**src/lcd_ctrl_defines.svh**
```systemverilog
// offsets, fields, reset values and timing counts of the display controller
//==============================================================
// Operation
//==============================================================
// Operation
// RL1: thirty-three byte registers for the driver
// RL2: up to 48 segments by 4 commons
// RL3: control bit 7 enables the driver
// RL4: sleep_disable stops the driver during sleep
// RL5: pixel write without write_allow sets sticky error
// RL6: clock_source_select picks sysclk/4, timer1 or rc
// RL7: commons_mux_select sets one to four commons
// RL8: waveform_type picks type-B or type-A phase
// RL9: bias_mode picks half or third bias
// RL10: software keeps bias_mode zero in modes 00/11
// RL11: display_active reads back on phase bit 5
// RL12: write_allow reads back on phase bit 4
// RL13: frame prescaler divides baseline by code plus one
// RL14: segment enable turns pin into segment driver
// RL15: pixel bit one shows dark, zero clear
// RL16: postscaler of 32 or 8192 makes baseline; the sysclk source has no /4 stage and counts POST_SYS/4, 2048 hclk cycles
// RL17: writable fields reset zero, bit 4 reads zero
// RL18: status bits read-only, error cleared by zero
`ifndef LCD_CTRL_DEFINES_SVH
`define LCD_CTRL_DEFINES_SVH
//==============================================================
// register byte addresses
//==============================================================
`define OFS_CONTROL 12'h000
`define OFS_PHASE 12'h004
`define OFS_REGULATOR 12'h008
`define OFS_IRQ_STATUS 12'h00c
`define OFS_IRQ_MASK 12'h010
`define OFS_SEG_BASE 12'h040
`define OFS_PIX_BASE 12'h080
`define NUM_SEG_REGS 6
`define NUM_PIX_REGS 24
//==============================================================
// field positions and reset values
//==============================================================
`define BIT_ENABLE 7
`define BIT_SLEEP_DIS 6
`define BIT_WRITE_ERROR_FLAG 5
`define BIT_WFT 7
`define BIT_BIAS 6
`define BIT_ACTIVE 5
`define BIT_WALLOW 4
`define CONTROL_RESET 8'h00
`define PHASE_RESET 8'h00
//==============================================================
// timing
//==============================================================
`define POST_SYS 8192
`define POST_SLOW 32
`define FRAME_BASE_CYC 4
`endif

```
**src/lcd_ctrl_pkg.sv**
```systemverilog
// types of the display controller
package lcd_ctrl_pkg;
    typedef struct packed {
        logic display_enable;
        logic sleep_disable;
        logic write_error_flag;
        logic [1:0] clock_source_select;
        logic [1:0] commons_mux_select;
    } control_t;
    typedef struct packed {
        logic waveform_type;
        logic bias_mode;
        logic [3:0] frame_prescale;
    } phase_t;
    typedef enum logic [1:0] {
        PH_IDLE,
        PH_WRITE,
        PH_READ
    } bus_state_t;
endpackage

```
**src/lcd_ctrl.sv**
```systemverilog
// register front end and timing of the segment display driver
`timescale 1ns/100ps
`include "lcd_ctrl_defines.svh"
module lcd_ctrl
    import lcd_ctrl_pkg::*;
#(
    parameter int NUM_SEGS = 48,
    parameter int NUM_COMS = 4,
    parameter int POST_SYS = `POST_SYS,
    parameter int POST_SLOW = `POST_SLOW
) (
    input wire logic hclk,
    input wire logic hresetn,
    input wire logic hsel,
    input wire logic [31:0] haddr,
    input wire logic [1:0] htrans,
    input wire logic hwrite,
    input wire logic [2:0] hsize,
    input wire logic [31:0] hwdata,
    input wire logic hready,
    output logic [31:0] hrdata,
    output logic hreadyout,
    output logic hresp,
    input wire logic sleep_req,
    input wire logic timer1_osc_input,
    input wire logic internal_rc_clock,
    output logic [NUM_SEGS-1:0] seg_pin_enable,
    output logic [NUM_SEGS*NUM_COMS-1:0] pixel_map,
    output logic [NUM_COMS-1:0] com_active,
    output logic bias_half,
    output logic waveform_b,
    output logic frame_tick,
    output logic [7:0] regulator_out,
    output logic irq
);
    //==========================================================
    // bus address phase capture
    //==========================================================
    logic wr_ff;
    logic [11:0] addr_ff;
    logic rd_ff;
    logic take;
    assign take = hsel & hready & htrans[1];
    // one wait state on reads so hrdata leaves a flip-flop in time
    assign hreadyout = ~rd_ff;
    assign hresp = 1'b0;
    always_ff @(posedge hclk or negedge hresetn) begin
        if (!hresetn) begin
            wr_ff <= 1'b0;
            rd_ff <= 1'b0;
            addr_ff <= 12'h000;
        end else begin
            wr_ff <= take & hwrite;
            rd_ff <= take & ~hwrite;
            addr_ff <= haddr[11:0];
        end
    end
    function automatic logic hit(input logic [11:0] a, input logic [11:0] o);
        hit = (a == o);
    endfunction
    function automatic logic in_range(input logic [11:0] a,
                                      input logic [11:0] b, input int n);
        in_range = (a >= b) && (a < b + 12'(n * 4));
    endfunction
    //==========================================================
    // registers
    //==========================================================
    control_t control_ff;
    phase_t phase_ff;
    logic [7:0] regulator_ff;
    logic [7:0] seg_ff [`NUM_SEG_REGS];
    logic [7:0] pix_ff [`NUM_PIX_REGS];
    logic [1:0] irq_stat_ff;
    logic [1:0] irq_mask_ff;
    logic active;
    logic write_allow;
    logic pix_wr;
    logic write_error_flag_set;
    logic [4:0] pix_idx;
    logic [2:0] seg_idx;
    assign pix_idx = 5'((addr_ff - `OFS_PIX_BASE) >> 2);
    assign seg_idx = 3'((addr_ff - `OFS_SEG_BASE) >> 2);
    assign pix_wr = wr_ff & in_range(addr_ff, `OFS_PIX_BASE, `NUM_PIX_REGS);
    assign write_error_flag_set = pix_wr & ~write_allow; // RL5
    always_ff @(posedge hclk or negedge hresetn) begin
        if (!hresetn) begin
            control_ff <= control_t'(7'h00); // RL17
            phase_ff <= phase_t'(6'h00); // RL17
            regulator_ff <= 8'h00;
        end else begin
            if (wr_ff && hit(addr_ff, `OFS_CONTROL)) begin
                control_ff.display_enable <= hwdata[`BIT_ENABLE];
                control_ff.sleep_disable <= hwdata[`BIT_SLEEP_DIS];
                control_ff.clock_source_select <= hwdata[3:2];
                control_ff.commons_mux_select <= hwdata[1:0];
            end
            if (write_error_flag_set) begin
                control_ff.write_error_flag <= 1'b1; // RL5
            end else if (wr_ff && hit(addr_ff, `OFS_CONTROL) &&
                         !hwdata[`BIT_WRITE_ERROR_FLAG]) begin
                control_ff.write_error_flag <= 1'b0; // RL18
            end
            if (wr_ff && hit(addr_ff, `OFS_PHASE)) begin
                phase_ff.waveform_type <= hwdata[`BIT_WFT];
                phase_ff.bias_mode <= hwdata[`BIT_BIAS];
                phase_ff.frame_prescale <= hwdata[3:0]; // RL18
            end
            if (wr_ff && hit(addr_ff, `OFS_REGULATOR)) begin
                regulator_ff <= hwdata[7:0];
            end
        end
    end
    // RL1
    genvar gi;
    generate
        for (gi = 0; gi < `NUM_SEG_REGS; gi++) begin : g_seg
            always_ff @(posedge hclk or negedge hresetn) begin
                if (!hresetn) begin
                    seg_ff[gi] <= 8'h00;
                end else if (wr_ff && seg_idx == 3'(gi) &&
                        in_range(addr_ff, `OFS_SEG_BASE, `NUM_SEG_REGS)) begin
                    seg_ff[gi] <= hwdata[7:0];
                end
            end
        end
        for (gi = 0; gi < `NUM_PIX_REGS; gi++) begin : g_pix
            always_ff @(posedge hclk or negedge hresetn) begin
                if (!hresetn) begin
                    pix_ff[gi] <= 8'h00;
                end else if (pix_wr && write_allow && pix_idx == 5'(gi)) begin
                    pix_ff[gi] <= hwdata[7:0];
                end
            end
        end
        // RL14 RL2
        for (gi = 0; gi < NUM_SEGS; gi++) begin : g_segpin
            assign seg_pin_enable[gi] = seg_ff[gi/8][gi%8];
        end
        // RL15: bit one drives the pixel dark
        for (gi = 0; gi < NUM_SEGS*NUM_COMS; gi++) begin : g_pmap
            assign pixel_map[gi] =
                pix_ff[(gi/NUM_SEGS)*6 + (gi%NUM_SEGS)/8][gi%8];
        end
    endgenerate
    //==========================================================
    // clock source, postscaler and frame prescaler
    //==========================================================
    logic t1_d_ff;
    logic rc_d_ff;
    logic src_tick;
    logic [12:0] post_ff;
    logic base_tick;
    logic [3:0] pre_ff;
    logic [1:0] com_ff;
    logic frame_ff;
    logic [12:0] post_lim;
    assign active = control_ff.display_enable &
                    ~(sleep_req & control_ff.sleep_disable); // RL3 RL4
    always_ff @(posedge hclk or negedge hresetn) begin
        if (!hresetn) begin
            t1_d_ff <= 1'b0;
            rc_d_ff <= 1'b0;
        end else begin
            t1_d_ff <= timer1_osc_input;
            rc_d_ff <= internal_rc_clock;
        end
    end
    always_comb begin
        // RL6
        case (control_ff.clock_source_select)
            2'b00: src_tick = 1'b1;
            2'b01: src_tick = timer1_osc_input & ~t1_d_ff;
            default: src_tick = internal_rc_clock & ~rc_d_ff;
        endcase
        // RL16
        if (control_ff.clock_source_select == 2'b00) begin
            post_lim = 13'(POST_SYS / `FRAME_BASE_CYC - 1);
        end else begin
            post_lim = 13'(POST_SLOW - 1);
        end
    end
    assign base_tick = src_tick && post_ff >= post_lim;
    always_ff @(posedge hclk or negedge hresetn) begin
        if (!hresetn) begin
            post_ff <= 13'h0000;
        end else if (!active) begin
            post_ff <= 13'h0000;
        end else if (src_tick) begin
            post_ff <= base_tick ? 13'h0000 : post_ff + 13'h0001;
        end
    end
    always_ff @(posedge hclk or negedge hresetn) begin
        if (!hresetn) begin
            pre_ff <= 4'h0;
            frame_ff <= 1'b0;
        end else if (!active) begin
            pre_ff <= 4'h0;
            frame_ff <= 1'b0;
        end else begin
            frame_ff <= 1'b0;
            if (base_tick) begin
                if (pre_ff >= phase_ff.frame_prescale) begin // RL13
                    pre_ff <= 4'h0;
                    frame_ff <= 1'b1;
                end else begin
                    pre_ff <= pre_ff + 4'h1;
                end
            end
        end
    end
    // common ring counter wraps at the mux setting
    always_ff @(posedge hclk or negedge hresetn) begin
        if (!hresetn) begin
            com_ff <= 2'b00;
        end else if (!active) begin
            com_ff <= 2'b00;
        end else if (frame_ff) begin
            // RL7
            com_ff <= (com_ff >= control_ff.commons_mux_select) ?
                      2'b00 : com_ff + 2'b01;
        end
    end
    always_comb begin
        com_active = '0;
        if (active) begin
            com_active[com_ff] = 1'b1;
        end
    end
    assign frame_tick = frame_ff;
    assign waveform_b = phase_ff.waveform_type; // RL8
    // RL9 RL10
    assign bias_half = phase_ff.bias_mode &
        (control_ff.commons_mux_select == 2'b01 ||
         control_ff.commons_mux_select == 2'b10);
    assign regulator_out = regulator_ff;
    // pixel writes allowed only off the frame boundary
    assign write_allow = ~active | ~frame_ff; // RL12
    //==========================================================
    // interrupts
    //==========================================================
    always_ff @(posedge hclk or negedge hresetn) begin
        if (!hresetn) begin
            irq_stat_ff <= 2'b00;
            irq_mask_ff <= 2'b00;
        end else begin
            if (wr_ff && hit(addr_ff, `OFS_IRQ_MASK)) begin
                irq_mask_ff <= hwdata[1:0];
            end
            irq_stat_ff[0] <= frame_ff | (irq_stat_ff[0] &
                ~(wr_ff & hit(addr_ff, `OFS_IRQ_STATUS) & hwdata[0]));
            irq_stat_ff[1] <= write_error_flag_set | (irq_stat_ff[1] &
                ~(wr_ff & hit(addr_ff, `OFS_IRQ_STATUS) & hwdata[1]));
        end
    end
    assign irq = |(irq_stat_ff & irq_mask_ff);
    //==========================================================
    // read data
    //==========================================================
    logic [7:0] rd_byte;
    always_comb begin
        rd_byte = 8'h00;
        if (hit(addr_ff, `OFS_CONTROL)) begin
            rd_byte = {control_ff.display_enable, control_ff.sleep_disable,
                       control_ff.write_error_flag, 1'b0, // RL17
                       control_ff.clock_source_select,
                       control_ff.commons_mux_select};
        end else if (hit(addr_ff, `OFS_PHASE)) begin
            rd_byte = {phase_ff.waveform_type, phase_ff.bias_mode,
                       active, write_allow, // RL11 RL12
                       phase_ff.frame_prescale};
        end else if (hit(addr_ff, `OFS_REGULATOR)) begin
            rd_byte = regulator_ff;
        end else if (hit(addr_ff, `OFS_IRQ_STATUS)) begin
            rd_byte = {6'h00, irq_stat_ff};
        end else if (hit(addr_ff, `OFS_IRQ_MASK)) begin
            rd_byte = {6'h00, irq_mask_ff};
        end else if (in_range(addr_ff, `OFS_SEG_BASE, `NUM_SEG_REGS)) begin
            rd_byte = seg_ff[seg_idx];
        end else if (in_range(addr_ff, `OFS_PIX_BASE, `NUM_PIX_REGS)) begin
            rd_byte = pix_ff[pix_idx];
        end
    end
    always_ff @(posedge hclk or negedge hresetn) begin
        if (!hresetn) begin
            hrdata <= 32'h0000_0000;
        end else if (take & ~hwrite) begin
            hrdata <= 32'h0000_0000;
        end else if (rd_ff) begin
            hrdata <= {24'h000000, rd_byte};
        end
    end
endmodule

```
**config.mk**
```make
export PLATFORM = sky130hd
export DESIGN_NAME = lcd_ctrl
export DESIGN_NICKNAME = d
export VERILOG_FILES = /design/src/lcd_ctrl_pkg.sv /design/src/lcd_ctrl.sv
export VERILOG_INCLUDE_DIRS = /design/src
export SDC_FILE = /design/constraint.sdc
export NUM_CORES = 1
export LEC_CHECK = 0
export BUFFER_PORTS_ARGS = -buffer_cell sky130_fd_sc_hd__buf_2
export CAP_MARGIN = 30
export CORE_ASPECT_RATIO = 1.75
export CORE_UTILIZATION = 49
export CTS_CLUSTER_DIAMETER = 120
export DETAILED_ROUTE_END_ITERATION = 7
export PLACE_DENSITY_LB_ADDON = 0.05
export SETUP_SLACK_MARGIN = 0.1
export SKIP_CTS_REPAIR_TIMING = 1
export SYNTH_ARGS = -nofsm -noshare
export SYNTH_HDL_FRONTEND = slang
export SYNTH_SLANG_ARGS = --single-unit
```
**constraint.sdc**
```tcl
create_clock -name hclk -period 2.8 [get_ports hclk]
set_input_delay 0.28 -clock hclk [delete_from_list [all_inputs] [get_ports hclk]]
set_output_delay 0.28 -clock hclk [all_outputs]
set_load 0.1 [all_outputs]
```
==> reports/qor.csv, run 1 <==
metric,value,unit
Routed Antenna Nets,0,
sequential power share,48.3,%
Ant. Diodes,0,
Simple-Gate Fraction of Synth Area,6.80,%
syn_area_per_cell,13.4,um2
Synth Area in Compound Gates,6.26,%
DRC,0,
routed len/inst,24.8,um
combinational power share,7.2,%
"Top FF cell, synth",dfrtp_1,
Hold Crit Start,hwrite,
total routing usage reported by global routing,30.3,%
Hold EP,wr_ff$_DFF_PN0_,
Yosys reg bits,309,
"commonest non-fill, non-tap cell in the layout",dfrtp_1,
share of post-route cells with drive strength above 1,51.4,%
max_slew headroom,44.0,%
r2r startpoint,addr_ff[11]$_DFF_PN0_,
unrepaired setup endpoints after global routing,false,
Psw,2.34,mW
via count,10694,
number of flops mapped to enable cells by yosys,0,
largest family of logic cells by synthesized area,multiplexers,
hold violation count in the final report,0,
initial core utilization,50.3,%
PwrDens,507,nW/um2
most frequent cells in the layout,"dfrtp_1 (305), buf_2 (288), mux2_2 (259)",
gr ovfl total,0,
Clk Tree Root Cell,clkbuf_16,
"Arr. time, crit path",3.01,ns
HP Class,input port to flop,
CTS H-tree lvls,1,
gpl congestion,0.879,
Num CTS Buffers,30,
clk buf depth,3,
async set or reset register ratio after synthesis,100,%
reg2reg setup slack,0.25,ns
synthesized cell area,14800,um2
worst-skew pair later-pin latency,0.58,ns
reg2reg end,pixel_map[103]$_DFFE_PN0P_,
status,"complete, no violations",
required time worst endpoint,3.26,ns
post-route core utilization,62.7,%
Max Cap Violations,0,
Tcrit/Tclk final,90.9,%
CP endpoint kind,flop,
worst r2r path cells,7,
hold depth,2,
post-detail-place hpwl,32.9,mm
PortBufs,293,
synth warn,0,
P_leak,9.51,nW
pins over their slew limit,0,
WS Path Type,flop to flop,
largest net degree at the start of global routing,77,
die height,232,um
drt pass-1 iters,5,
vias in the first global route,10918,
Power Internal,7.03,mW
die area,31000,um2
CTS tree,built,
num ports,367,
Tmin final,2.55,ns
initial DRC count,552,
Sw Ratio,25.0,%
Layout Nets,1549,
first-pass GRT wire length,68.6,mm
final setup vio count,0,
Final Skew,0.0155,ns
Clock transition at path regs,0.06,ns
die width,133,um
Sink Count,309,
Vias/cell,5.76,
XOR/XNOR share of the synthesized area,0.295,%
TNS Setup,0,ns
register area share after synthesis,52.2,%
core area,29500,um2
Area Growth Syn to Fin,24.7,%
Worst VDD drop,524,uV
Synth Area in Adders,1.52,%
top fanout value on the critical path,8,
multiplexer share of the synthesized area,29.3,%
initial antenna violation count,0,
WL final,46.1,mm
Achievable Freq,0.393,GHz
clock share of power,44.5,%
Yosys cell types,65,
Setup crit start kind,flop,
Tightest Pin Transition,0.841,ns
Site Rows,83,
Syn Inst Count,1107,
==> cell families (layout without fill, tap and decap cells) <==
| kind of cell | count (synthesis) | in the layout |
|---|---|---|
| AO/OA/AOI/OAI | 129 | 129 |
| multiplexers | 341 | 341 |
| other | 1 | 25 |
| adder cells (fa/ha/maj) | 18 | 18 |
| AND/OR/NAND/NOR | 187 | 187 |
| buffers and inverters | 117 | 460 |
| flip-flops | 309 | 309 |
| XOR/XNOR | 5 | 5 |
==> area by class of cell <==
| class | instances | area [um2] |
|---|---|---|
| tap | 382 | 478 |
| clock inverter | 9 | 103 |
| clock buffer | 43 | 901 |
| multi-input combinational | 705 | 6640 |
| timing repair buffer | 384 | 2530 |
| sequential | 309 | 7740 |
| fill | 2417 | 11000 |
| inverter | 24 | 90.1 |
==> synthesized netlist by cell type (4+ instances only) <==
master / n / share of area, %
dfrtp_1: 309 / 52
mux2_2: 259 / 20
clkbuf_1: 55 / 1.4
mux4_2: 48 / 7.3
nand2_1: 39 / 0.99
mux2i_1: 34 / 2.3
a21oi_1: 32 / 1.1
nor2_1: 29 / 0.73
buf_4: 25 / 1.3
o21ai_0: 25 / 0.84
inv_1: 23 / 0.58
nand3_1: 21 / 0.71
ha_1: 18 / 1.5
nor2_2: 18 / 0.76
nand2b_1: 17 / 0.72
a221oi_1: 9 / 0.53
buf_2: 9 / 0.30
nand4_1: 9 / 0.38
or3_1: 9 / 0.38
o22ai_1: 8 / 0.34
and2_1: 7 / 0.30
nor3_1: 7 / 0.24
a221o_1: 6 / 0.41
and4_1: 5 / 0.30
nor2b_1: 5 / 0.21
o211ai_1: 5 / 0.25
o221ai_1: 5 / 0.30
a2111oi_0: 4 / 0.24
buf_1: 4 / 0.10
o31ai_1: 4 / 0.20
xnor2_1: 4 / 0.24
==> layer usage <==
layer	vias to the layer above	wire length [um]	global-route usage (%)	share of wire, %
met3	101	2230	4.43	4.8
met2	338	24600	54.2	53
met5	-	0	0	0
met1	5519	16800	34.7	36
met4	0	2410	16.0	5.2
li1	4736	-	-	-
==> sequential cells by signal, indices dropped and copies added (netlist names), 4 cells and up <==
signal	flops
phase_ff	5
regulator_out	8
pre_ff	4
control_ff	7
addr_ff	12
hrdata	8
pixel_map	192
post_ff	13
seg_pin_enable	48
==> critical path: stages (launching register included) <==
cell and delay, ns:
dfrtp_1 0.38, or4_4 0.60, a2111oi_4 0.33, buf_4 0.20, and2_1 0.21, and3_1 0.23, buf_12 0.14, mux2_2 0.33
==> worst max path at each step <==
stage	startpoint	to	slack, ns
floorplan	control_ff[3]$_DFFE_PN0P_	post_ff[0]$_DFFE_PN0P_	0.20
global placement	addr_ff[11]$_DFF_PN0_	pixel_map[102]$_DFFE_PN0P_	0.13
detailed placement	addr_ff[11]$_DFF_PN0_	pixel_map[103]$_DFFE_PN0P_	0.11
CTS	addr_ff[11]$_DFF_PN0_	pixel_map[103]$_DFFE_PN0P_	0.1
global route	addr_ff[11]$_DFF_PN0_	pixel_map[97]$_DFFE_PN0P_	0.15
finish	addr_ff[11]$_DFF_PN0_	pixel_map[103]$_DFFE_PN0P_	0.25
==> power by group through the flow <==
| stage | combinational, mW | clock (mW) | sequential [mW] |
|---|---|---|---|
| 3_5_place_dp | 0.659 | 0 | 4.61 |
| 4_1_cts | 0.660 | 4.24 | 4.53 |
| 5_1_grt | 0.711 | 4.41 | 4.53 |
| 2_1_floorplan | 0.374 | 0 | 4.66 |
| 3_3_place_gp | 0.656 | 0 | 4.61 |
| 6_report | 0.671 | 4.17 | 4.53 |
==> stage by stage <==
stage / setup slack [ns] / total power, mW / hold slack (ns) / cell area (um2) / std cells
floorplan: 0.198 / 5.03 / -0.0156 / 14900 / 1131
global route: 0.149 / 9.65 / 0.0126 / 18500 / 1856
CTS: 0.0987 / 9.43 / -0.333 / 18300 / 1841
global placement: 0.129 / 5.27 / 0.270 / 17300 / 1789
finish: 0.255 / 9.37 / 0.0130 / 18500 / 1856
detailed placement: 0.113 / 5.27 / 0.273 / 17300 / 1789
(Power assumes the default switching activity.)
==> inputs of run 2 (changes only) <==
--- a/config.mk
+++ b/config.mk
@@ -13,6 +13,7 @@
 export CTS_CLUSTER_DIAMETER = 120
 export DETAILED_ROUTE_END_ITERATION = 7
 export PLACE_DENSITY_LB_ADDON = 0.05
+export RECOVER_POWER = 25
 export SETUP_SLACK_MARGIN = 0.1
 export SKIP_CTS_REPAIR_TIMING = 1
 export SYNTH_ARGS = -nofsm -noshare
==> reports/qor.csv, run 2 (synthesis results as in run 1) <==
metric,value,unit
TNS Setup,0,ns
Psw,2.34,mW
CTS H-tree lvls,1,
met2 WL,24.5,mm
die area,31000,um2
die width,133,um
total routing usage reported by global routing,30.3,%
num ports,367,
Tcrit/Tclk final,90.9,%
HP Class,input port to flop,
PwrDens,508,nW/um2
Vias/cell,5.76,
required time worst endpoint,3.26,ns
worst-skew pair later-pin latency,0.58,ns
DRC,0,
Tightest Pin Transition,1.72,ns
routed len/inst,24.8,um
design area,18400,um2
first-pass GRT wire length,68.6,mm
CP endpoint kind,flop,
WL final,46.1,mm
failing checks,"max-capacitance violations, max-slew violations",
Max Cap Violations,1,
Ant. Diodes,0,
via count,10692,
drt pass-1 iters,5,
gpl congestion,0.879,
initial DRC count,551,
reg2reg setup slack,0.25,ns
share of post-route cells with drive strength above 1,51.1,%
most frequent cells in the layout,"dfrtp_1 (305), buf_2 (285), mux2_2 (259)",
combinational power share,7.1,%
unrepaired setup endpoints after global routing,false,
reg2reg end,pixel_map[103]$_DFFE_PN0P_,
"commonest non-fill, non-tap cell in the layout",dfrtp_1,
Hold EP,wr_ff$_DFF_PN0_,
top fanout value on the critical path,8,
core area,29500,um2
Metal-1 WL,16.9,mm
sequential power share,48.3,%
r2r startpoint,addr_ff[11]$_DFF_PN0_,
PortBufs,293,
Layout Nets,1549,
vias in the first global route,10918,
Clk Tree Root Cell,clkbuf_16,
Sink Count,309,
Power Internal,7.03,mW
DP Area,17300,um2
Hold Crit Start,hwrite,
hold violation count in the final report,0,
Site Rows,83,
WS Path Type,flop to flop,
initial antenna violation count,0,
gr ovfl total,0,
Setup crit start kind,flop,
clock share of power,44.6,%
Largest register FFs,192,
Achievable Freq,0.393,GHz
post-detail-place hpwl,32.9,mm
Num CTS Buffers,30,
Tmin final,2.55,ns
pins over their slew limit,64,
Area Growth Syn to Fin,24.5,%
Sw Ratio,25.0,%
P_leak,9.49,nW
max_slew headroom,-14.7,%
CTS tree,built,
Clock transition at path regs,0.06,ns
Worst VDD drop,527,uV
status,"complete, but fails checks",
hold depth,2,
die height,232,um
Routed Antenna Nets,0,
initial core utilization,50.3,%
Final Skew,0.0142,ns
clk buf depth,3,
metal3 WL,2.13,mm
largest net degree at the start of global routing,77,
final setup vio count,0,
"Arr. time, crit path",3.01,ns
DR top layer,met4,
worst r2r path cells,7,
run 2: cell types whose count changed in the layout (fill, tap and decap cells not counted), sizes merged:
cell,before,now
clkbuf,43,49
buf,369,363
run 2: worst max-delay path by stage:
stage / end / slack (ns) / from / cells after the start
final: pixel_map[103]$_DFFE_PN0P_ / 0.25 / addr_ff[11]$_DFF_PN0_ / 7
after global routing: pixel_map[97]$_DFFE_PN0P_ / 0.15 / addr_ff[11]$_DFF_PN0_ / 7
after floorplan: post_ff[0]$_DFFE_PN0P_ / 0.20 / control_ff[3]$_DFFE_PN0P_ / 8
after detailed placement: pixel_map[103]$_DFFE_PN0P_ / 0.11 / addr_ff[11]$_DFF_PN0_ / 7
after global placement: pixel_map[102]$_DFFE_PN0P_ / 0.13 / addr_ff[11]$_DFF_PN0_ / 7
after CTS: pixel_map[103]$_DFFE_PN0P_ / 0.1 / addr_ff[11]$_DFF_PN0_ / 7
run 2: per-stage QoR:
step                      setup slack, ns  util, %  hold slack [ns]  cells  total power, mW
after floorplan                     0.198        -          -0.0156   1131             5.03
after global placement              0.129     58.7            0.270   1789             5.27
after detailed placement            0.113     58.7            0.273   1789             5.27
after CTS                          0.0987     62.1           -0.333   1841             9.43
after global routing                0.149     62.6           0.0126   1856             9.64
final                               0.254     62.6           0.0125   1856             9.37
run 2: power groups by stage:
stage,Clock [mW],Combinational [mW],Sequential (mW)
5_1_grt,4.41,0.705,4.53
4_1_cts,4.24,0.660,4.53
3_5_place_dp,0,0.659,4.61
2_1_floorplan,0,0.374,4.66
6_report,4.18,0.665,4.53
3_3_place_gp,0,0.656,4.61
run 2: layout make-up:
cell class,instances,area [um2]
flip-flops and latches,309,7740
multi-input cells,705,6640
repair buffers,384,2490
clock buffers,43,901
fillers,2425,11000
well taps,382,478
inverters,24,90.1
clock inverters,9,103
run 2: metal layers:
metal | vias up | track usage [%]
met5 | - | 0
met4 | 0 | 16.0
met3 | 103 | 4.43
met2 | 327 | 54.2
met1 | 5523 | 34.7
li1 | 4739 | -
run 2: critical path: stages, from the launching register on:
cell,delay [ns]
dfrtp_1,0.38
or4_4,0.60
a2111oi_4,0.33
buf_4,0.20
and2_1,0.21
and3_1,0.23
buf_12,0.14
mux2_2,0.33
